File: config.mk
export PLATFORM = sky130hd
export DESIGN_NAME = pmm_top
export DESIGN_NICKNAME = d
export VERILOG_FILES = /design/src/hw/pmm_pkg.sv /design/src/hw/pmm_sync2.sv /design/src/hw/pmm_top.sv
export SDC_FILE = /design/constraint.sdc
export NUM_CORES = 1
export LEC_CHECK = 0
export CORE_MARGIN = 10
export CORE_UTILIZATION = 55
export CTS_CLUSTER_DIAMETER = 120
export DETAILED_ROUTE_END_ITERATION = 7
export DONT_BUFFER_PORTS = 1
export HOLD_SLACK_MARGIN = 0.15
export MAX_ROUTING_LAYER = met4
export PLACE_DENSITY = 0.81
export SLEW_MARGIN = 20
export SYNTH_ARGS = -nofsm -noshare
export SYNTH_HDL_FRONTEND = slang
export SYNTH_HIERARCHICAL = 1
export SYNTH_SLANG_ARGS = --single-unit
File: constraint.sdc
create_clock -name core_clk -period 2.2 [get_ports core_clk]
set_input_delay 0.44 -clock core_clk [delete_from_list [all_inputs] [get_ports core_clk]]
set_output_delay 0.44 -clock core_clk [all_outputs]
set_load 0.02 [all_outputs]
File: src/hw/pmm_pkg.sv
// Purpose: Constants and types for the port pin mode mux
// Assumes: APB slave, 32-bit data, one aligned word per register
// Notes: Byte addresses below are the bus addresses
`default_nettype none
package pmm_pkg;
	localparam logic [7:0] ADDR_STATUS = 8'h00;
	localparam logic [7:0] ADDR_MODE = 8'h04;
	localparam logic [7:0] ADDR_PULLUP = 8'h08;
	localparam logic [7:0] ADDR_ANALOG = 8'h0c;
	localparam logic [7:0] ADDR_IRQSEL = 8'h10;
	localparam logic [7:0] ADDR_PORT_BASE = 8'h20;
	localparam logic [7:0] ADDR_PORT_STRIDE = 8'h10;
	localparam logic [3:0] OFS_DATA = 4'h0;
	localparam logic [3:0] OFS_DIR = 4'h4;
	localparam logic [3:0] OFS_PIN = 4'h8;
	localparam int NUM_PORTS = 3;
	localparam int PORT_W = 8;
	localparam int IRQ_LSB = 5;
	localparam int IRQ_W = 3;
	localparam logic [1:0] STRAP_SETTLE = 2'h2;
	localparam logic [7:0] RST_BYTE = 8'h00;
	localparam logic [5:0] RST_PULLUP = 6'h00;
	localparam logic [2:0] RST_IRQSEL = 3'h0;

	typedef enum logic [1:0] {
		MODE_SINGLE,
		MODE_EXPAND,
		MODE_MPU
	} pmm_mode_e;

	typedef struct packed {
		logic [7:0] out;
		logic [7:0] oe;
		logic [7:0] pu;
	} pmm_pin_drive_s;

	typedef struct packed {
		logic proc_strap;
		logic byte_strap;
		logic valid;
	} pmm_strap_s;
endpackage
`default_nettype wire

File: src/hw/pmm_sync2.sv
// Purpose: Two-flop synchroniser for pin levels
// Assumes: Inputs asynchronous to core_clk
// Notes: First stage is read only by the second
`timescale 1ns/100ps
`default_nettype none
module pmm_sync2 #(
	parameter int WIDTH = 8
) (
	input wire logic core_clk,
	input wire logic rst_n,
	input wire logic [WIDTH-1:0] d,
	output logic [WIDTH-1:0] q
);
	logic [WIDTH-1:0] meta_r;

	always_ff @(posedge core_clk or negedge rst_n) begin
		if (!rst_n) begin
			meta_r <= '0;
			q <= '0;
		end else begin
			meta_r <= d;
			q <= meta_r;
		end
	end
endmodule
`default_nettype wire

File: src/hw/pmm_top.sv
// Purpose: Pin function selection for ports 0 to 2 and strap handling
// Assumes: Straps and pins asynchronous; ext data bus signals on core_clk
// Notes: APB with one wait state on every access
`timescale 1ns/100ps
`default_nettype none
module pmm_top (
	input wire logic core_clk,
	input wire logic rst_n,
	input wire logic psel,
	input wire logic penable,
	input wire logic pwrite,
	input wire logic [7:0] paddr,
	input wire logic [31:0] pwdata,
	output logic [31:0] prdata,
	output logic pready,
	output logic pslverr,
	input wire logic processor_mode_strap,
	input wire logic bus_width_strap,
	input wire logic [7:0] port_zero_pins_in,
	output logic [7:0] port_zero_pins_out,
	output logic [7:0] port_zero_pins_oe,
	output logic [7:0] port_zero_pins_pu,
	input wire logic [7:0] port_one_pins_in,
	output logic [7:0] port_one_pins_out,
	output logic [7:0] port_one_pins_oe,
	output logic [7:0] port_one_pins_pu,
	input wire logic [7:0] port_two_pins_in,
	output logic [7:0] port_two_pins_out,
	output logic [7:0] port_two_pins_oe,
	output logic [7:0] port_two_pins_pu,
	input wire logic [15:0] ext_data_wr,
	input wire logic ext_data_drive,
	output logic [15:0] ext_data_rd,
	output logic ext_bus_on,
	output logic ext_bus_16bit,
	output logic straps_valid,
	output logic [7:0] adc_ext_ch_en,
	output logic [2:0] ext_irq_capable_pins_lvl
);
	localparam int ALL_W = pmm_pkg::NUM_PORTS * pmm_pkg::PORT_W;

	logic [ALL_W-1:0] pins_raw;
	logic [ALL_W-1:0] pins_sync;
	logic [1:0] strap_sync;
	logic [1:0] settle_r;
	pmm_pkg::pmm_strap_s strap_r;
	pmm_pkg::pmm_mode_e mode;
	logic expand_req_r;
	logic [5:0] pullup_r;
	logic [7:0] analog_r;
	logic [2:0] irqsel_r;
	logic [7:0] dout_r [pmm_pkg::NUM_PORTS];
	logic [7:0] dir_r [pmm_pkg::NUM_PORTS];
	pmm_pkg::pmm_pin_drive_s drv_nxt [pmm_pkg::NUM_PORTS];
	logic bus_p0;
	logic bus_p1;
	logic single;
	logic acc;
	logic wr_en;
	logic hit;
	logic [31:0] rd_nxt;

	// Port index of an address, or NUM_PORTS when none
	function automatic logic [1:0] port_of(input logic [7:0] a);
		logic [1:0] idx;
		idx = 2'(pmm_pkg::NUM_PORTS);
		for (int i = 0; i < pmm_pkg::NUM_PORTS; i++) begin
			if (a[7:4] == 4'((pmm_pkg::ADDR_PORT_BASE + 8'(i) * pmm_pkg::ADDR_PORT_STRIDE) >> 4)) begin
				idx = 2'(i);
			end
		end
		return idx;
	endfunction

	// Offset within a port block
	function automatic logic [3:0] port_ofs(input logic [7:0] a);
		return a[3:0];
	endfunction

	assign pins_raw = {port_two_pins_in, port_one_pins_in, port_zero_pins_in};

	pmm_sync2 #(
		.WIDTH(ALL_W)
	) u_pin_sync (
		.core_clk(core_clk),
		.rst_n(rst_n),
		.d(pins_raw),
		.q(pins_sync)
	);

	pmm_sync2 #(
		.WIDTH(2)
	) u_strap_sync (
		.core_clk(core_clk),
		.rst_n(rst_n),
		.d({processor_mode_strap, bus_width_strap}),
		.q(strap_sync)
	);

	always_ff @(posedge core_clk or negedge rst_n) begin
		if (!rst_n) begin
			settle_r <= '0;
			strap_r <= '0;
		end else if (!strap_r.valid) begin
			if (settle_r == pmm_pkg::STRAP_SETTLE) begin
				strap_r.proc_strap <= strap_sync[1];
				strap_r.byte_strap <= strap_sync[0];
				strap_r.valid <= 1'b1;
			end else begin
				settle_r <= settle_r + 2'h1;
			end
		end
	end

	// Mode from strap and expansion request
	always_comb begin
		if (strap_r.proc_strap) begin
			mode = pmm_pkg::MODE_MPU;
		end else if (expand_req_r) begin
			mode = pmm_pkg::MODE_EXPAND;
		end else begin
			mode = pmm_pkg::MODE_SINGLE;
		end
	end

	assign single = (mode == pmm_pkg::MODE_SINGLE);
	// Bus ownership of ports 0 and 1
	assign bus_p0 = strap_r.valid && !single;
	// Upper byte only on a 16-bit bus
	assign bus_p1 = bus_p0 && !strap_r.byte_strap;

	assign acc = psel && penable && !pready;
	assign wr_en = psel && penable && pready && pwrite;

	always_comb begin
		hit = 1'b1;
		rd_nxt = '0;
		case (paddr)
			pmm_pkg::ADDR_STATUS: begin
				rd_nxt[0] = strap_r.proc_strap;
				rd_nxt[1] = strap_r.byte_strap;
				rd_nxt[2] = strap_r.valid;
				rd_nxt[3] = bus_p0;
				rd_nxt[5:4] = mode;
			end
			pmm_pkg::ADDR_MODE: rd_nxt[0] = expand_req_r;
			pmm_pkg::ADDR_PULLUP: rd_nxt[5:0] = pullup_r;
			pmm_pkg::ADDR_ANALOG: rd_nxt[7:0] = analog_r;
			pmm_pkg::ADDR_IRQSEL: rd_nxt[2:0] = irqsel_r;
			default: begin
				if (port_of(paddr) == 2'(pmm_pkg::NUM_PORTS)) begin
					hit = 1'b0;
				end else begin
					case (port_ofs(paddr))
						pmm_pkg::OFS_DATA: rd_nxt[7:0] = dout_r[port_of(paddr)];
						pmm_pkg::OFS_DIR: rd_nxt[7:0] = dir_r[port_of(paddr)];
						pmm_pkg::OFS_PIN: rd_nxt[7:0] = pins_sync[port_of(paddr)*8 +: 8];
						default: hit = 1'b0;
					endcase
				end
			end
		endcase
	end

	// Bus answer one cycle into access
	always_ff @(posedge core_clk or negedge rst_n) begin
		if (!rst_n) begin
			pready <= 1'b0;
			pslverr <= 1'b0;
			prdata <= '0;
		end else begin
			pready <= acc;
			pslverr <= acc && !hit;
			prdata <= (acc && !pwrite) ? rd_nxt : 32'h0000_0000;
		end
	end

	// Control registers
	always_ff @(posedge core_clk or negedge rst_n) begin
		if (!rst_n) begin
			expand_req_r <= 1'b0;
			pullup_r <= pmm_pkg::RST_PULLUP;
			analog_r <= pmm_pkg::RST_BYTE;
			irqsel_r <= pmm_pkg::RST_IRQSEL;
		end else if (wr_en) begin
			case (paddr)
				pmm_pkg::ADDR_MODE: expand_req_r <= pwdata[0] && !strap_r.proc_strap;
				pmm_pkg::ADDR_PULLUP: pullup_r <= pwdata[5:0];
				pmm_pkg::ADDR_ANALOG: analog_r <= pwdata[7:0];
				pmm_pkg::ADDR_IRQSEL: irqsel_r <= pwdata[2:0];
				default: ;
			endcase
		end
	end

	always_ff @(posedge core_clk or negedge rst_n) begin
		if (!rst_n) begin
			for (int i = 0; i < pmm_pkg::NUM_PORTS; i++) begin
				dout_r[i] <= pmm_pkg::RST_BYTE;
				dir_r[i] <= pmm_pkg::RST_BYTE;
			end
		end else if (wr_en && port_of(paddr) != 2'(pmm_pkg::NUM_PORTS)) begin
			if (port_ofs(paddr) == pmm_pkg::OFS_DATA) begin
				dout_r[port_of(paddr)] <= pwdata[7:0];
			end
			if (port_ofs(paddr) == pmm_pkg::OFS_DIR) begin
				dir_r[port_of(paddr)] <= pwdata[7:0];
			end
		end
	end

	always_comb begin
		for (int i = 0; i < pmm_pkg::NUM_PORTS; i++) begin
			drv_nxt[i].out = dout_r[i];
			drv_nxt[i].oe = strap_r.valid ? dir_r[i] : 8'h00;
			// Nibble pull-ups, single-chip only, input pins
			drv_nxt[i].pu = (single && strap_r.valid) ?
				({{4{pullup_r[2*i+1]}}, {4{pullup_r[2*i]}}} & ~dir_r[i]) : 8'h00;
		end
		if (single) begin
			drv_nxt[0].oe = drv_nxt[0].oe & ~analog_r;
		end
		// External data bus on port 0, upper byte on port 1 for a 16-bit bus
		if (bus_p0) begin
			drv_nxt[0].out = ext_data_wr[7:0];
			drv_nxt[0].oe = {8{ext_data_drive}};
		end
		if (bus_p1) begin
			drv_nxt[1].out = ext_data_wr[15:8];
			drv_nxt[1].oe = {8{ext_data_drive}};
		end
	end

	// Registered pin drive
	always_ff @(posedge core_clk or negedge rst_n) begin
		if (!rst_n) begin
			{port_zero_pins_out, port_zero_pins_oe, port_zero_pins_pu} <= '0;
			{port_one_pins_out, port_one_pins_oe, port_one_pins_pu} <= '0;
			{port_two_pins_out, port_two_pins_oe, port_two_pins_pu} <= '0;
		end else begin
			{port_zero_pins_out, port_zero_pins_oe, port_zero_pins_pu} <= drv_nxt[0];
			{port_one_pins_out, port_one_pins_oe, port_one_pins_pu} <= drv_nxt[1];
			{port_two_pins_out, port_two_pins_oe, port_two_pins_pu} <= drv_nxt[2];
		end
	end

	// Status and side-function outputs
	always_ff @(posedge core_clk or negedge rst_n) begin
		if (!rst_n) begin
			ext_data_rd <= '0;
			ext_bus_on <= 1'b0;
			ext_bus_16bit <= 1'b0;
			straps_valid <= 1'b0;
			adc_ext_ch_en <= '0;
			ext_irq_capable_pins_lvl <= '0;
		end else begin
			// Data read back from bus pins
			ext_data_rd <= {bus_p1 ? pins_sync[15:8] : 8'h00, bus_p0 ? pins_sync[7:0] : 8'h00};
			ext_bus_on <= bus_p0;
			ext_bus_16bit <= bus_p1;
			straps_valid <= strap_r.valid;
			adc_ext_ch_en <= (single && strap_r.valid) ? analog_r : 8'h00;
			// Interrupt pins on port 1 upper bits
			ext_irq_capable_pins_lvl <= bus_p1 ? 3'h0 :
				irqsel_r & pins_sync[pmm_pkg::PORT_W + pmm_pkg::IRQ_LSB +: pmm_pkg::IRQ_W];
		end
	end
endmodule
`default_nettype wire

==> results.yml <==
run_status:
  status: "finished, violations left"
  failing_checks: "negative hold slack"
clock_tree:
  cts_tree: "yes"
  clock_tree.root_cell: "sky130_fd_sc_hd__clkbuf_16"
  postCtsResizedCells: 0
  cts.repair_timing.setup_buffer_count: 0
  postCtsHoldBufs: 51
  cts_made_buffers: 23
  cts_num_sinks: 235
  htree_levels: 1
  clk_pin_slew_ns: 0.07
  cts.path.max_buffers: 3
  insertion_delay_ns: 0.49
pwr:
  switching_share_pct: 21.57
  power.internal_mw: 6.826
  power.share.clock_pct: 44.1
  peakVddDrop_v: 0.001054
  power-per-cell-area_mw_per_mm2: 839.8
  seq_power_share_pct: 52.1
  power_switching_mw: 1.878
  power.combinational.fraction_pct: 3.8
  cellLeakagePower_nw: 5.111
yosys:
  synth_seq_cells: 235
  synth-warning-count: 6
  synth_cell_types: 56
  synth_async_sr_flop_share_pct: 100.0
  synth_top_cell_area_share_pct: 67.06
  postSynth.topFlopCell: "sky130_fd_sc_hd__dfrtp_1"
  yosys.area.top_type: "sky130_fd_sc_hd__dfrtp_1"
  synth_enable_flop_cells: 0
  post_synth_instance_area_mm2: 0.008770
  postSynthAreaPerCell_um2: 13.37
  ys_seq_area_share_pct: 67.06
  postSynthCellCount: 656
  netlist_top_cells_area: "sky130_fd_sc_hd__dfrtp_1 67%, sky130_fd_sc_hd__mux2_2 9.8%, sky130_fd_sc_hd__nand2_1 2.8%"
sta:
  worst_hold_slack_ns: -0.3457
  finalSetupTns_ns: 0
  timing.final.crit_period_ns: 1.833
  worstMarginPinSlew_ns: 1.008
  grt_setup_unrepaired: "no"
  max-slew-margin-rel_pct: 32.77
  timing.final.crit_share_pct: 83.30
  finalClockSkew_ns: 0.01482
  slew_violations: 0
  finalHoldViolCount: 235
  max_freq_mhz: 545.6
  setup_violations: 0
detailed_routing:
  dr_wl_met2_mm: 11.65
  post_drt_wl_per_cell_um: 24.28
  highest-signal-layer: "met4"
  route.detailed.drc: 0
  wirelength_mm: 23.62
  final_antenna_net_count: 0
  drt_first_pass_iters: 5
  drt_first_iter_violations: 456
  via_cell_ratio: 5.631
  route.met3.wl_mm: 2.189
  via_count: 5479
  wl_met1_mm: 9.108
global_routing:
  grtUsageTotal_pct: 22.21
  grt_overflow: 0
  grt_start_max_net_pins: 236
  vias_in_the_first_global_route: 6003
  grt_pass1_wl_mm: 36.40
  grt_antenna_before_repair: 0
cells_and_area:
  final_common_cell: "sky130_fd_sc_hd__dfrtp_1"
  area_delta_synth_final_pct: 18.19
  layout_common_cells: "235 x sky130_fd_sc_hd__dfrtp_1, 76 x sky130_fd_sc_hd__mux2_2, 66 x sky130_fd_sc_hd__nand2_1"
  num-nets-final: 830
  final_layout_size_suffix_gt1_share_pct: 21.03
  stdcell_area_mm2: 0.01036
die:
  floorplan_die_area_mm2: 0.02139
  chipHeight_um: 146.3
  placement_rows: 46
  initial_utilization_pct: 55.61
  placeableCoreArea_mm2: 0.01577
  top_level_ports: 224
  fp.dieW_um: 146.3
placement:
  final_weighted_congestion_in_routability_driven_placement: 0.8746
  dpl_cell_area_mm2: 0.009102
  io_buffer_count: 0
  detailedPlacementHpwl_mm: 16.25
critical_path:
  reg2reg_depth: 5
  required_time_at_the_worst_slack_endpoint_ns: 2.63
  critPathLaunch: "strap_r[2]"
  r2r_start: "strap_r[2]"
  signal_arrival_time_at_the_worst_endpoint_ns: 2.26
  cp_max_fo: 14
  critical_path.endpoint_type: "flip-flop"
  timing.critical_path.from_type: "flip-flop"
  critPathKind: "flip-flop to flip-flop"
job:
  cap_viol_max_count: 0
worst_hold_path:
  worst_hold_path_type: "primary input to async pin"
registers in the layout, indices dropped and copies added (netlist names), 3 cells and up:
signal                    flops
adc_ext_ch_en                 8
analog_r                      8
dir_r                        24
dout_r                       24
ext_data_rd                  16
ext_irq_capable_pins_lvl      3
irqsel_r                      3
port_one_pins_oe              8
port_one_pins_out             8
port_one_pins_pu              8
port_two_pins_oe              8
port_two_pins_out             8
port_two_pins_pu              8
port_zero_pins_oe             8
port_zero_pins_out            8
port_zero_pins_pu             8
prdata                        8
pullup_r                      6
strap_r                       3
u_pin_sync/meta_r            24
u_pin_sync/q                 24
cell families (layout without fill, tap and decap cells):
family,after synthesis,count (layout),synth area share (%)
mux,80,80,10.22
compound gates,95,95,7.647
fa+ha+maj,1,1,0.1427
other cells,1,25,0.04276
xor+xnor,1,1,0.09989
simple gates,186,186,11.00
flops,235,235,67.06
buf+inv,57,134,3.795
power by group through the flow:
stage | logic, mW | clock network (mW) | registers [mW]
after floorplan | 0.207 | 0 | 4.59
after global placement | 0.225 | 0 | 4.61
after detailed placement | 0.229 | 0 | 4.61
after CTS | 0.323 | 3.88 | 4.53
after global routing | 0.355 | 4.10 | 4.54
final | 0.330 | 3.84 | 4.53
cell usage after synthesis (all sizes together), types with 6 or more instances:
cell,count
a21o,9
nor3,6
dfrtp,235
and2,29
nand2b,7
a22oi,10
nand3b,9
nand2,66
nor2,42
clkbuf,13
a32oi,9
o22ai,7
o21ai,20
a21oi,11
mux2,76
buf,36
a22o,9
inv,7
worst max-delay path: stages (launching register included):
cell and delay [ns]:
sky130_fd_sc_hd__dfrtp_1 0.45, sky130_fd_sc_hd__o21ai_1 0.16, sky130_fd_sc_hd__buf_4 0.27, sky130_fd_sc_hd__nor2_1 0.15, sky130_fd_sc_hd__nor2b_1 0.52, sky130_fd_sc_hd__a21o_1 0.22
worst paths after layout:
check	endpoint	slack, ns
setup / recovery	port_one_pins_oe[3]	0.37
hold / removal	pullup_r[2]	-0.35
setup reg to reg	port_one_pins_oe[3]	0.37
hold reg to reg	u_pin_sync/q[18]	0.35
max in group asynchronous	port_one_pins_pu[1]	1.98
min in group core_clk	prdata[4]	0.18
per-stage QoR:
step	worst slack [ns]	cells	util (%)	power, mW
floorplan	0.01867	679	-	4.797
global placement	0.1076	881	57.72	4.833
detailed placement	0.05021	881	57.72	4.842
CTS	0.3671	972	65.71	8.737
global route	0.2707	972	65.71	8.991
finish	0.3673	973	65.73	8.704
cell type report:
cell class / count / area, um2
Clock buffer: 32 / 679.4
Inverter: 8 / 30.03
Multi-Input combinational cell: 387 / 2659
Timing Repair Buffer: 86 / 773.2
Tap cell: 216 / 270.3
Sequential cell: 235 / 5881
Clock inverter: 8 / 70.07
Antenna cell: 1 / 2.502
Fill cell: 1172 / 5405
metal layers:
layer	up-vias	GRT usage, %
met5	-	-
met4	0	6.306
met3	47	7.200
met2	248	36.03
met1	2789	26.12
li1	2395	-
(Power assumes the default switching activity.)
